File: src/design/ssc_pkg.sv
// Constants, register map and state codes of the synchronous serial channel
package ssc_pkg;
    localparam int unsigned ADDR_W = 6;
    localparam int unsigned DATA_W = 32;
    localparam int unsigned CHAR_BITS = 8;
    localparam logic [ADDR_W-1:0] OFF_MODE = 6'h00;
    localparam logic [ADDR_W-1:0] OFF_CTRL = 6'h04;
    localparam logic [ADDR_W-1:0] OFF_BAUD = 6'h08;
    localparam logic [ADDR_W-1:0] OFF_TXD  = 6'h0c;
    localparam logic [ADDR_W-1:0] OFF_RXD  = 6'h10;
    localparam logic [ADDR_W-1:0] OFF_STAT = 6'h14;
    // serial_mode_reg bits
    localparam int unsigned MODE_SYNC = 0;
    // serial_control_reg bits
    localparam int unsigned CTRL_TE  = 0;
    localparam int unsigned CTRL_RE  = 1;
    localparam int unsigned CTRL_CKL = 2;
    localparam int unsigned CTRL_CKH = 3;
    // Status bits
    localparam int unsigned ST_TDRE = 0;
    localparam int unsigned ST_RDRF = 1;
    localparam int unsigned ST_OVR  = 2;
    localparam int unsigned ST_TEND = 3;
    localparam int unsigned ST_FER  = 4;
    localparam logic [7:0] MODE_RST = 8'h00;
    localparam logic [7:0] CTRL_RST = 8'h00;
    localparam logic [7:0] BAUD_RST = 8'h0f;
    localparam logic [3:0] OVS_LAST = 4'hf;
    localparam logic [3:0] OVS_HALF = 4'h7;
    localparam logic [2:0] BIT_LAST = 3'h7;
    localparam logic [1:0] RESP_OKAY   = 2'b00;
    localparam logic [1:0] RESP_SLVERR = 2'b10;
    typedef enum logic [3:0] {
        SSC_IDLE  = 4'b0001,
        SSC_START = 4'b0010,
        SSC_DATA  = 4'b0100,
        SSC_STOP  = 4'b1000
    } ssc_async_t;
endpackage : ssc_pkg

File: src/design/ssc_channel.sv
// Serial channel with clock synchronous and 16x asynchronous modes
//
// Overview of operation
// - Transmit bit changes on each serial clock fall
// - Data valid and captured on rising edge
// - Characters shifted least significant bit first
// - Line holds last bit level after character
// - Synchronous characters are always eight bits
// - No parity or multiprocessor bit appended
// - Clock source chosen by mode, enable bits
// - Internal clock driven out on clock pin in synchronous mode
// - Eight clock pulses per internal-clock character
// - Clock output idles high between transfers
// - Transmitter and receiver run independently, full duplex
// - Both directions double buffered for gapless streams
// - Overrun detected only on the receive side
// - Internal receive clock runs until receive disabled
// - Asynchronous receiver samples at sixteen times bitrate
//
// The AXI4-Lite register port and the placing of the registers are this design's own decisions.
`timescale 1ns/100ps
`default_nettype none
module ssc_channel (
    // Clock and reset
    input  wire logic                       clk,
    input  wire logic                       rst_n,
    // AXI4-Lite write address and data
    input  wire logic [ssc_pkg::ADDR_W-1:0] s_axi_awaddr,
    input  wire logic                       s_axi_awvalid,
    output var  logic                       s_axi_awready,
    input  wire logic [ssc_pkg::DATA_W-1:0] s_axi_wdata,
    input  wire logic [3:0]                 s_axi_wstrb,
    input  wire logic                       s_axi_wvalid,
    output var  logic                       s_axi_wready,
    // AXI4-Lite write response
    output var  logic [1:0]                 s_axi_bresp,
    output var  logic                       s_axi_bvalid,
    input  wire logic                       s_axi_bready,
    // AXI4-Lite read
    input  wire logic [ssc_pkg::ADDR_W-1:0] s_axi_araddr,
    input  wire logic                       s_axi_arvalid,
    output var  logic                       s_axi_arready,
    output var  logic [ssc_pkg::DATA_W-1:0] s_axi_rdata,
    output var  logic [1:0]                 s_axi_rresp,
    output var  logic                       s_axi_rvalid,
    input  wire logic                       s_axi_rready,
    // Serial pins
    input  wire logic                       sck_in,
    output var  logic                       sck_out,
    output var  logic                       sck_oe_n,
    output var  logic                       txd,
    input  wire logic                       rxd
);
    import ssc_pkg::*;

    logic [7:0]        serial_mode_reg;
    logic [7:0]        serial_control_reg;
    logic [7:0]        baud_div;
    logic [7:0]        tdr;
    logic              tdr_full;
    logic [7:0]        tsr;
    logic              tx_active;
    logic [7:0]        rdr;
    logic              rdr_full;
    logic [7:0]        rsr;
    logic              overrun;
    logic              framing_err;
    logic [1:0]        rxd_sync;
    logic [1:0]        sck_sync;
    logic              sck_prev;
    logic [7:0]        brg_cnt;
    logic              sck_run;
    logic [2:0]        bit_idx;
    ssc_async_t        atx_state;
    logic [3:0]        atx_cnt;
    logic [2:0]        atx_bit;
    ssc_async_t        arx_state;
    logic [3:0]        arx_cnt;
    logic [2:0]        arx_bit;
    logic [ADDR_W-1:0] aw_addr_q;
    logic [7:0]        w_data_q;
    logic              w_lane0_q;

    logic sync_mode;
    logic tx_enable;
    logic receive_enable;
    logic clock_enable_hi;
    logic clock_enable_lo;
    logic int_clk;
    logic rxd_s;
    logic ext_rise;
    logic ext_fall;
    logic brg_tick;
    logic start_cond;
    logic int_fall;
    logic int_rise;
    logic int_stop;
    logic fall_ev;
    logic rise_ev;
    logic tick_a;
    logic sync_load;
    logic async_load;
    logic rx_done;
    logic [7:0] rx_word;
    logic wr_fire;
    logic wr_ok;
    logic rd_fire;
    logic rd_rxd;

    assign sync_mode       = serial_mode_reg[MODE_SYNC];
    assign tx_enable       = serial_control_reg[CTRL_TE];
    assign receive_enable  = serial_control_reg[CTRL_RE];
    assign clock_enable_lo = serial_control_reg[CTRL_CKL];
    assign clock_enable_hi = serial_control_reg[CTRL_CKH];
    // Low enable bit only matters for async clock output, not provided here
    assign int_clk         = !clock_enable_hi;

    // Pin synchronisers; edge detect reads only the second stage
    always_ff @(posedge clk) begin
        if (!rst_n) begin
            rxd_sync <= 2'b11;
            sck_sync <= 2'b11;
            sck_prev <= 1'b1;
        end else begin
            rxd_sync <= {rxd_sync[0], rxd};
            sck_sync <= {sck_sync[0], sck_in};
            sck_prev <= sck_sync[1];
        end
    end
    assign rxd_s    = rxd_sync[1];
    assign ext_rise = sck_sync[1] && !sck_prev;
    assign ext_fall = !sck_sync[1] && sck_prev;

    // Baud rate generator
    assign brg_tick = (brg_cnt == baud_div);
    always_ff @(posedge clk) begin
        if (!rst_n || brg_tick) begin
            brg_cnt <= 8'h00;
        end else begin
            brg_cnt <= brg_cnt + 8'h01;
        end
    end

    // Synchronous clock events, internal or from the pin
    always_comb begin
        start_cond = (tx_enable && tdr_full) || receive_enable;
        int_fall = 1'b0;
        int_rise = 1'b0;
        int_stop = 1'b0;
        if (sync_mode && int_clk && brg_tick) begin
            if (!sck_run) begin
                int_fall = start_cond;
            end else if (!sck_out) begin
                int_rise = 1'b1;
            end else if (bit_idx != 3'h0 || start_cond) begin
                int_fall = 1'b1;
            end else begin
                int_stop = 1'b1;
            end
        end
        fall_ev = int_clk ? int_fall : (sync_mode && ext_fall);
        rise_ev = int_clk ? int_rise : (sync_mode && ext_rise);
        tick_a  = !sync_mode && (clock_enable_hi ? ext_rise : brg_tick);
    end

    // Serial clock output; high whenever idle
    always_ff @(posedge clk) begin
        if (!rst_n) begin
            sck_out  <= 1'b1;
            sck_run  <= 1'b0;
            sck_oe_n <= 1'b1;
        end else begin
            sck_oe_n <= !(sync_mode && int_clk);
            if (!(sync_mode && int_clk)) begin
                sck_out <= 1'b1;
                sck_run <= 1'b0;
            end else if (int_fall) begin
                sck_out <= 1'b0;
                sck_run <= 1'b1;
            end else if (int_rise) begin
                sck_out <= 1'b1;
            end else if (int_stop) begin
                sck_run <= 1'b0;
            end
        end
    end

    // Bit position of the synchronous character; fixed at eight bits
    always_ff @(posedge clk) begin
        if (!rst_n || !sync_mode || !(tx_enable || receive_enable || sck_run)) begin
            bit_idx <= 3'h0;
        end else if (rise_ev) begin
            bit_idx <= bit_idx + 3'h1;
        end
    end

    // Transmitter: both modes share the shift register and the pin
    assign sync_load  = fall_ev && bit_idx == 3'h0 && tx_enable && tdr_full;
    assign async_load = tick_a && atx_state == SSC_IDLE && tx_enable && tdr_full;
    always_ff @(posedge clk) begin
        if (!rst_n) begin
            txd       <= 1'b1;
            tsr       <= 8'h00;
            tx_active <= 1'b0;
            atx_state <= SSC_IDLE;
            atx_cnt   <= 4'h0;
            atx_bit   <= 3'h0;
        end else if (sync_mode) begin
            atx_state <= SSC_IDLE;
            if (fall_ev && bit_idx == 3'h0) begin
                tx_active <= sync_load;
                if (sync_load) begin
                    tsr <= tdr;
                    txd <= tdr[0];
                end
            end else if (fall_ev && tx_active) begin
                txd <= tsr[bit_idx];
            end else if (rise_ev && bit_idx == BIT_LAST) begin
                tx_active <= 1'b0;
            end
        end else begin
            tx_active <= atx_state != SSC_IDLE;
            if (tick_a) begin
                atx_cnt <= atx_cnt + 4'h1;
            end
            unique case (atx_state)
                SSC_IDLE: begin
                    atx_cnt <= 4'h0;
                    txd     <= 1'b1;
                    if (async_load) begin
                        tsr       <= tdr;
                        txd       <= 1'b0;
                        atx_state <= SSC_START;
                    end
                end
                SSC_START: begin
                    if (tick_a && atx_cnt == OVS_LAST) begin
                        txd       <= tsr[0];
                        atx_bit   <= 3'h0;
                        atx_state <= SSC_DATA;
                    end
                end
                SSC_DATA: begin
                    if (tick_a && atx_cnt == OVS_LAST) begin
                        if (atx_bit == BIT_LAST) begin
                            txd       <= 1'b1;
                            atx_state <= SSC_STOP;
                        end else begin
                            atx_bit <= atx_bit + 3'h1;
                            txd     <= tsr[atx_bit + 3'h1];
                        end
                    end
                end
                SSC_STOP: begin
                    if (tick_a && atx_cnt == OVS_LAST) begin
                        atx_state <= SSC_IDLE;
                    end
                end
            endcase
        end
    end

    // Asynchronous receiver, sixteen ticks per bit, each data bit sampled once at mid-bit
    always_ff @(posedge clk) begin
        if (!rst_n || sync_mode || !receive_enable) begin
            arx_state <= SSC_IDLE;
            arx_cnt   <= 4'h0;
            arx_bit   <= 3'h0;
        end else if (tick_a) begin
            arx_cnt <= arx_cnt + 4'h1;
            unique case (arx_state)
                SSC_IDLE: begin
                    arx_cnt <= 4'h0;
                    if (!rxd_s) begin
                        arx_state <= SSC_START;
                    end
                end
                SSC_START: begin
                    if (arx_cnt == OVS_HALF) begin
                        arx_cnt   <= 4'h0;
                        arx_bit   <= 3'h0;
                        arx_state <= rxd_s ? SSC_IDLE : SSC_DATA;
                    end
                end
                SSC_DATA: begin
                    if (arx_cnt == OVS_LAST && arx_bit == BIT_LAST) begin
                        arx_state <= SSC_STOP;
                    end else if (arx_cnt == OVS_LAST) begin
                        arx_bit <= arx_bit + 3'h1;
                    end
                end
                SSC_STOP: begin
                    if (arx_cnt == OVS_LAST) begin
                        arx_state <= SSC_IDLE;
                    end
                end
            endcase
        end
    end

    // Receive shift register, written by whichever mode is active
    always_ff @(posedge clk) begin
        if (!rst_n) begin
            rsr <= 8'h00;
        end else if (sync_mode && rise_ev && receive_enable) begin
            rsr[bit_idx] <= rxd_s;
        end else if (tick_a && arx_state == SSC_DATA && arx_cnt == OVS_LAST) begin
            rsr[arx_bit] <= rxd_s;
        end
    end

    always_comb begin
        rx_word = {rxd_s, rsr[6:0]};
        rx_done = sync_mode && rise_ev && receive_enable && bit_idx == BIT_LAST;
        if (!sync_mode) begin
            rx_word = rsr;
            rx_done = tick_a && arx_state == SSC_STOP && arx_cnt == OVS_LAST;
        end
    end

    // AXI4-Lite write channel
    assign wr_fire = !s_axi_awready && !s_axi_wready && !s_axi_bvalid;
    assign wr_ok   = aw_addr_q <= OFF_STAT && aw_addr_q[1:0] == 2'b00;
    always_ff @(posedge clk) begin
        if (!rst_n) begin
            s_axi_awready <= 1'b1;
            s_axi_wready  <= 1'b1;
            s_axi_bvalid  <= 1'b0;
            s_axi_bresp   <= RESP_OKAY;
            aw_addr_q     <= '0;
            w_data_q      <= 8'h00;
            w_lane0_q     <= 1'b0;
        end else begin
            if (s_axi_awvalid && s_axi_awready) begin
                s_axi_awready <= 1'b0;
                aw_addr_q     <= s_axi_awaddr;
            end
            if (s_axi_wvalid && s_axi_wready) begin
                s_axi_wready <= 1'b0;
                w_data_q     <= s_axi_wdata[7:0];
                w_lane0_q    <= s_axi_wstrb[0];
            end
            if (wr_fire) begin
                s_axi_bvalid <= 1'b1;
                s_axi_bresp  <= wr_ok ? RESP_OKAY : RESP_SLVERR;
            end
            if (s_axi_bvalid && s_axi_bready) begin
                s_axi_bvalid  <= 1'b0;
                s_axi_awready <= 1'b1;
                s_axi_wready  <= 1'b1;
            end
        end
    end

    // Control registers and transmit buffer
    always_ff @(posedge clk) begin
        if (!rst_n) begin
            serial_mode_reg    <= MODE_RST;
            serial_control_reg <= CTRL_RST;
            baud_div           <= BAUD_RST;
            tdr                <= 8'h00;
            tdr_full           <= 1'b0;
        end else begin
            if (sync_load || async_load) begin
                tdr_full <= 1'b0;
            end
            if (wr_fire && w_lane0_q) begin
                unique case (aw_addr_q)
                    OFF_MODE: serial_mode_reg <= w_data_q;
                    OFF_CTRL: serial_control_reg <= w_data_q;
                    OFF_BAUD: baud_div <= w_data_q;
                    OFF_TXD: begin
                        tdr      <= w_data_q;
                        tdr_full <= 1'b1;
                    end
                    default: ;
                endcase
            end
        end
    end

    // Receive buffer and error flags; a new event beats a clear
    assign rd_fire = s_axi_arvalid && s_axi_arready;
    assign rd_rxd  = rd_fire && s_axi_araddr == OFF_RXD;
    always_ff @(posedge clk) begin
        if (!rst_n) begin
            rdr         <= 8'h00;
            rdr_full    <= 1'b0;
            overrun     <= 1'b0;
            framing_err <= 1'b0;
        end else begin
            if (rd_rxd) begin
                rdr_full <= 1'b0;
            end
            if (wr_fire && w_lane0_q && aw_addr_q == OFF_STAT) begin
                if (w_data_q[ST_OVR]) begin
                    overrun <= 1'b0;
                end
                if (w_data_q[ST_FER]) begin
                    framing_err <= 1'b0;
                end
            end
            if (rx_done && rdr_full && !rd_rxd) begin
                overrun <= 1'b1;
            end else if (rx_done) begin
                rdr      <= rx_word;
                rdr_full <= 1'b1;
            end
            if (rx_done && !sync_mode && !rxd_s) begin
                framing_err <= 1'b1;
            end
        end
    end

    // AXI4-Lite read channel
    always_ff @(posedge clk) begin
        if (!rst_n) begin
            s_axi_arready <= 1'b1;
            s_axi_rvalid  <= 1'b0;
            s_axi_rdata   <= '0;
            s_axi_rresp   <= RESP_OKAY;
        end else begin
            if (rd_fire) begin
                s_axi_arready <= 1'b0;
                s_axi_rvalid  <= 1'b1;
                s_axi_rresp   <= RESP_OKAY;
                s_axi_rdata   <= '0;
                unique case (s_axi_araddr)
                    OFF_MODE: s_axi_rdata[7:0] <= serial_mode_reg;
                    OFF_CTRL: s_axi_rdata[7:0] <= serial_control_reg;
                    OFF_BAUD: s_axi_rdata[7:0] <= baud_div;
                    OFF_TXD:  s_axi_rdata[7:0] <= tdr;
                    OFF_RXD:  s_axi_rdata[7:0] <= rdr;
                    OFF_STAT: begin
                        s_axi_rdata[ST_TDRE] <= !tdr_full;
                        s_axi_rdata[ST_RDRF] <= rdr_full;
                        s_axi_rdata[ST_OVR]  <= overrun;
                        s_axi_rdata[ST_TEND] <= !tdr_full && !tx_active;
                        s_axi_rdata[ST_FER]  <= framing_err;
                    end
                    default: s_axi_rresp <= RESP_SLVERR;
                endcase
            end
            if (s_axi_rvalid && s_axi_rready) begin
                s_axi_rvalid  <= 1'b0;
                s_axi_arready <= 1'b1;
            end
        end
    end
endmodule : ssc_channel
`default_nettype wire

File: config.mk
export PLATFORM = sky130hd
export DESIGN_NAME = ssc_channel
export DESIGN_NICKNAME = d
export VERILOG_FILES = /design/src/design/ssc_pkg.sv /design/src/design/ssc_channel.sv
export SDC_FILE = /design/constraint.sdc
export NUM_CORES = 1
export LEC_CHECK = 0
export BUFFER_PORTS_ARGS = -buffer_cell sky130_fd_sc_hd__buf_4
export CAP_MARGIN = 20
export CORE_MARGIN = 2
export CORE_UTILIZATION = 60
export CTS_BUF_LIST = sky130_fd_sc_hd__clkbuf_4 sky130_fd_sc_hd__clkbuf_8
export DETAILED_ROUTE_END_ITERATION = 8
export PLACE_DENSITY = 0.83
export SLEW_MARGIN = 20
export SYNTH_ARGS = -nofsm -noshare
export SYNTH_HDL_FRONTEND = slang
export SYNTH_SLANG_ARGS = --single-unit
File: constraint.sdc
create_clock -name clk -period 6.2 [get_ports clk]
set_input_delay 0.62 -clock clk [delete_from_list [all_inputs] [get_ports clk]]
set_output_delay 0.62 -clock clk [all_outputs]
set_load 0.02 [all_outputs]
==> results of run 1 <==
per-stage QoR:
step / hold WS [ps] / total power [uW] / setup slack (ps) / std cells / area (um2)
finish: 343.4 / 1662 / 3583 / 960 / 7330
global route: 339.1 / 1724 / 3490 / 960 / 7330
CTS: 333.2 / 1667 / 3672 / 960 / 7330
detailed placement: 401.7 / 1036 / 3431 / 928 / 6982
global placement: 387.3 / 1030 / 3526 / 928 / 6982
floorplan: 386.3 / 1005 / 4078 / 809 / 6807
Yosys cell counts, types with 5 or more instances:
library cell / count / area (um2)
nor2_1: 84 / 315.3
and2_1: 6 / 37.54
ha_1: 10 / 125.1
xor2_1: 14 / 122.6
clkbuf_1: 33 / 123.9
nand3b_1: 8 / 60.06
nor3_1: 16 / 80.08
nand4_1: 6 / 37.54
or3_1: 8 / 50.05
dfxtp_1: 133 / 2663
a211oi_1: 6 / 45.04
o21ai_0: 38 / 190.2
a21oi_1: 55 / 275.3
and3_1: 6 / 37.54
nor2b_1: 8 / 50.05
nand3_1: 38 / 190.2
inv_1: 17 / 63.81
mux2i_1: 75 / 750.7
nand2_1: 88 / 330.3
buf_2: 9 / 45.04
nand2b_1: 7 / 43.79
o31ai_1: 5 / 37.54
buf_4: 26 / 195.2
per-layer routing:
layer,track usage (%),part of all wire [%]
met5,0,0
met4,13.02,3.2
met3,6.224,5.5
met2,47.75,49
met1,32.96,42
worst paths after layout:
kind	depth (start not counted)	end	startpoint	slack [ps]
worst max register to register	7	tsr[5]	serial_mode_reg[0]	3580
worst min-delay path	2	rxd_sync[0]	rxd	340
worst min register to register	1	sck_sync[1]	sck_sync[0]	420
worst max-delay path	7	tsr[5]	serial_mode_reg[0]	3580
report_power, final:
group          switching [uW]  total (uW)  leakage [uW]  internal (uW)
sequential               21.7         891       0.00108            870
combinational            79.1         126       0.00142           47.3
clock                     356         644      0.000176            288
total                     457        1660       0.00267           1200
cells by family after synthesis:
| group | Yosys count |
|---|---|
| buf+inv | 88 |
| flops | 133 |
| xor+xnor | 18 |
| fa+ha+maj | 10 |
| other cells | 1 |
| compound gates | 151 |
| mux | 79 |
| simple gates | 304 |
area by class of cell:
type / count / share of cell area (%)
inverter: 17 / 0.8706
multi-input combinational: 588 / 50.55
timing repair buffer: 50 / 5.121
sequential: 133 / 36.33
clock buffer: 18 / 3.380
tap: 140 / 2.390
clock inverter: 14 / 1.366
==> impl_metrics.ini, run 1 <==
[global_route]
grt_pass1_wl_um = 25930
grt_start_max_net_pins = 77
grt_pass1_vias = 5468
antenna_found_initial = 0
grt-ovfl-total = 0
gr-usage-all-layers_pct = 27.83

[synthesis]
synth_mux_area_share_pct = 12.19
ys.flop_type = dfxtp_1
synthSimpleGateAreaFrac_pct = 23.11
synth_xor_area_share_pct = 2.349
syn_inst = 784
synth_top_family_by_area = simple AND/OR/NAND/NOR gates
syn_area_um2 = 6713
synth_warnings = 0
synth_compound_gate_area_share_pct = 14.22
avgSynthCellArea_um2 = 8.562
ys_seq_area_share_pct = 39.66
synth_edf_count = 0
ys_types = 70
yosys.area_share.adder_pct = 1.864
synth_seq_cells = 133
synth-async-reset-ratio_pct = 0

[critical_path]
crit_path_start_kind = register
path_cells = buf_4 -> nand3b_1 -> nor3_1 -> o31ai_1 -> a21oi_4 -> mux2i_1 -> nor2_1
cp.required_ps = 6520
slowest_stage = dfxtp_1
arrival_ps = 2940
crit_buf_inv = 1
slowest_delay_ps = 730
cp_top_family = flip-flops
cp-end-kind = register
path_max_fanout = 22
worstSetupPathType = register to register

[detailed_routing]
drc_errors = 0
routed_wirelength_um = 15980
viasPerCell = 5.970
wl_per_cell_um = 16.65
drt_iter0_markers = 515
drt_first_pass_iters = 5
vias = 5731
antenna_left = 0

[layout]
nFillCells = 867
multi_input_area_um2 = 3705
fin_util_pct = 67.32
final_cell_mix = 133 x dfxtp_1, 88 x nand2_1, 84 x nor2_1
drive_gt1_share_pct = 12.68
nets = 874
n_antenna_cell = 0
seq_area_um2 = 2663
layout_commonest_cell = dfxtp_1
areaGrowthSynthToFinish_pct = 9.189

[timing]
slew_violations = 0
setup-tns-final_ps = 0
tightest_slew_ps = 788.5
max_slew_margin_pct = 46.69
rsz0062_at_grt = false
hold_viol = 0
skew_ps = 11.34
min_period_ps = 2617
max_freq_mhz = 382.1
setup_viol = 0
period_share_pct = 42.21

[die]
dieArea_um2 = 12050
num_io_pins = 101
initial_core_util_pct = 61.65
rows = 38
die_h_um = 109.8
die_w_um = 109.8
fp.coreArea_um2 = 10890

[placement]
hpwlAfterDp_um = 11480
port_buffers = 47
gp_congestion = 0.9391

[clock_network]
clk_latency_ps = 460
path_clk_slew_ps = 80
clk_root_buffer_cell = clkbuf_8
cts_setup_buffers = 0
h-tree-depth = 4
cts_tree = yes
cts-hold-fix-buffers = 0
numCtsBuffers = 17
clockBufferDepth = 2
postCtsResizedCells = 0
cts.sinks = 133

[pwr]
cellPowerDensity_nw_per_um2 = 226.7
ir_worst_vdd_v = 0.0001689
p_leak_uw = 0.002673

[outcome]
status = complete, no violations

[min_path]
hp-class = input port to register

[flow_run]
max_cap_viol_count = 0
Power figures use the tool's default switching activity.
==> run 2: changes to the inputs <==
- CORE_UTILIZATION: 60 -> 59
- PLACE_DENSITY: 0.83 -> 0.82
- clock period: 6.2 -> 2.75 ns (I/O delays scaled with it)
==> run 2 against run 1 <==
Die area rose by 1.6%. Power increased by 150%. Design area rose by 1.9%. Sequential share of layout area is 0.69 points lower. Via count grew 0.99%. Critical path type unchanged. Final cell count up 0.31%. Clock-buffer cell count increased by 6. First-iteration DRC count down 16%. Utilization increased by 0.70 points. Routed wire length fell by 0.47%. Worst hold slack got worse by 290 ps. Register-to-register slack worse by 3400 ps.
==> impl_metrics.ini, run 2 (synthesized netlist as in run 1, its figures left out) <==
[clock_network]
clockBufferDepth = 2
numCtsBuffers = 17
postCtsResizedCells = 0
clk_root_buffer_cell = clkbuf_8
path_clk_slew_ps = 70
h-tree-depth = 4
cts_tree = yes
cts-hold-fix-buffers = 2
cts_setup_buffers = 0
clk_latency_ps = 450
cts.sinks = 133

[detailed_routing]
routed_wirelength_um = 15910
drc_errors = 0
drt_first_pass_iters = 5
viasPerCell = 6.010
drt_iter0_markers = 432
antenna_left = 0
vias = 5788
wl_per_cell_um = 16.52

[timing]
setup-tns-final_ps = 0
tightest_slew_ps = 854.9
setup_viol = 0
slew_violations = 0
skew_ps = 11.00
period_share_pct = 91.82
min_period_ps = 2525
hold_viol = 0
max_slew_margin_pct = 42.21
rsz0062_at_grt = false
max_freq_mhz = 396.0

[die]
rows = 38
fp.coreArea_um2 = 10980
die_h_um = 110.7
dieArea_um2 = 12250
num_io_pins = 101
die_w_um = 110.7
initial_core_util_pct = 61.12

[layout]
nFillCells = 880
nets = 877
final_cell_mix = 133 x dfxtp_1, 88 x nand2_1, 84 x nor2_1
stdcell_count = 963
areaGrowthSynthToFinish_pct = 11.30
n_antenna_cell = 0
layout_commonest_cell = dfxtp_1
fin_area_um2 = 7471
drive_gt1_share_pct = 12.76
fin_util_pct = 68.02

[placement]
port_buffers = 47
hpwlAfterDp_um = 11400
place_inst = 929
dpl_cell_area_um2 = 6989
gp_congestion = 0.8610

[pwr]
comb_power_share_pct = 6.9
p_leak_uw = 0.002751
p_int_uw = 3197
ir_worst_vdd_v = 0.0002916
cellPowerDensity_nw_per_um2 = 555.9
seqPwrFrac_pct = 48.4
p_clk_share_pct = 44.6
p_switching_uw = 955.9
switching_share_pct = 23.02

[critical_path]
arrival_ps = 2910
cp-end-kind = register
crit_path_start_kind = register
path_max_fanout = 15
cp.required_ps = 3140
worstSetupPathType = register to register

[min_path]
hp-class = input port to register

[outcome]
status = complete, no violations

[global_route]
gr-usage-all-layers_pct = 26.27
grt_util_met3_pct = 5.522
grt.met1_usage_pct = 31.44
antenna_found_initial = 0
grt_start_max_net_pins = 76
grt_pass1_vias = 5618
met2_usage_pct = 43.76
gr-max-usage-layer = met2
grt_pass1_wl_um = 26440
grt-ovfl-total = 0

[flow_run]
max_cap_viol_count = 0
==> run 2: cell types whose count changed in the layout (fill, tap and decap cells not counted) <==
cell,change
bufinv_16,+4
buf_4,+1
clkinv_4,-1
clkinvlp_4,-3
clkbuf_8,+4
inv_6,-4
clkbuf_4,+2
clkinv_2,-2
dlygate4sd3_1,+2
==> run 2: layout make-up <==
type | count | area [um2] | area share, %
Inverter | 17 | 63.81 | 0.8541
Sequential cell | 133 | 2663 | 35.64
Multi-Input combinational cell | 588 | 3705 | 49.59
Clock buffer | 24 | 317.8 | 4.254
Clock inverter | 8 | 143.9 | 1.926
Timing Repair Buffer | 53 | 402.9 | 5.393
Tap cell | 140 | 175.2 | 2.345
==> run 2: per-layer routing <==
layer / part of all wire, % / wire length (um) / vias up
li1: - / - / 2789
met1: 42 / 6690 / 2730
met2: 48 / 7610 / 215
met3: 6.0 / 960 / 54
met4: 4.0 / 643 / 0
met5: 0 / 0 / -
==> run 2: power by group through the flow <==
stage | logic [uW] | registers, uW | clock network (uW)
after floorplan | 223 | 2040 | 0
after global placement | 273 | 2050 | 0
after detailed placement | 282 | 2050 | 0
after CTS | 286 | 2010 | 1890
after global routing | 313 | 2020 | 1960
final | 288 | 2010 | 1850
==> run 2: worst max-delay path, stage by stage, from the launching register on <==
cell,delay (ps)
dfxtp_1,350
xor2_1,200
nor4_4,540
a31o_2,470
nand2_1,240
or4b_1,520
a21oi_1,130
==> run 2: path summary, 6_finish.rpt <==
path | start | to | slack (ps) | cells after the start
worst min-delay path | s_axi_rready | s_axi_arready | 60 | 2
worst max register to register | baud_div[7] | arx_cnt[2] | 220 | 6
worst max-delay path | baud_div[7] | arx_cnt[2] | 220 | 6
worst min register to register | sck_sync[0] | sck_sync[1] | 420 | 1
==> run 2: per-stage QoR <==
step	power [uW]	setup slack, ps	hold slack (ps)
after floorplan	2266	655.2	376.5
after global routing	4287	63.37	55.49
after CTS	4182	252.8	29.43
after detailed placement	2336	302.4	405.0
after global placement	2324	364.4	388.2
final	4153	224.9	57.21
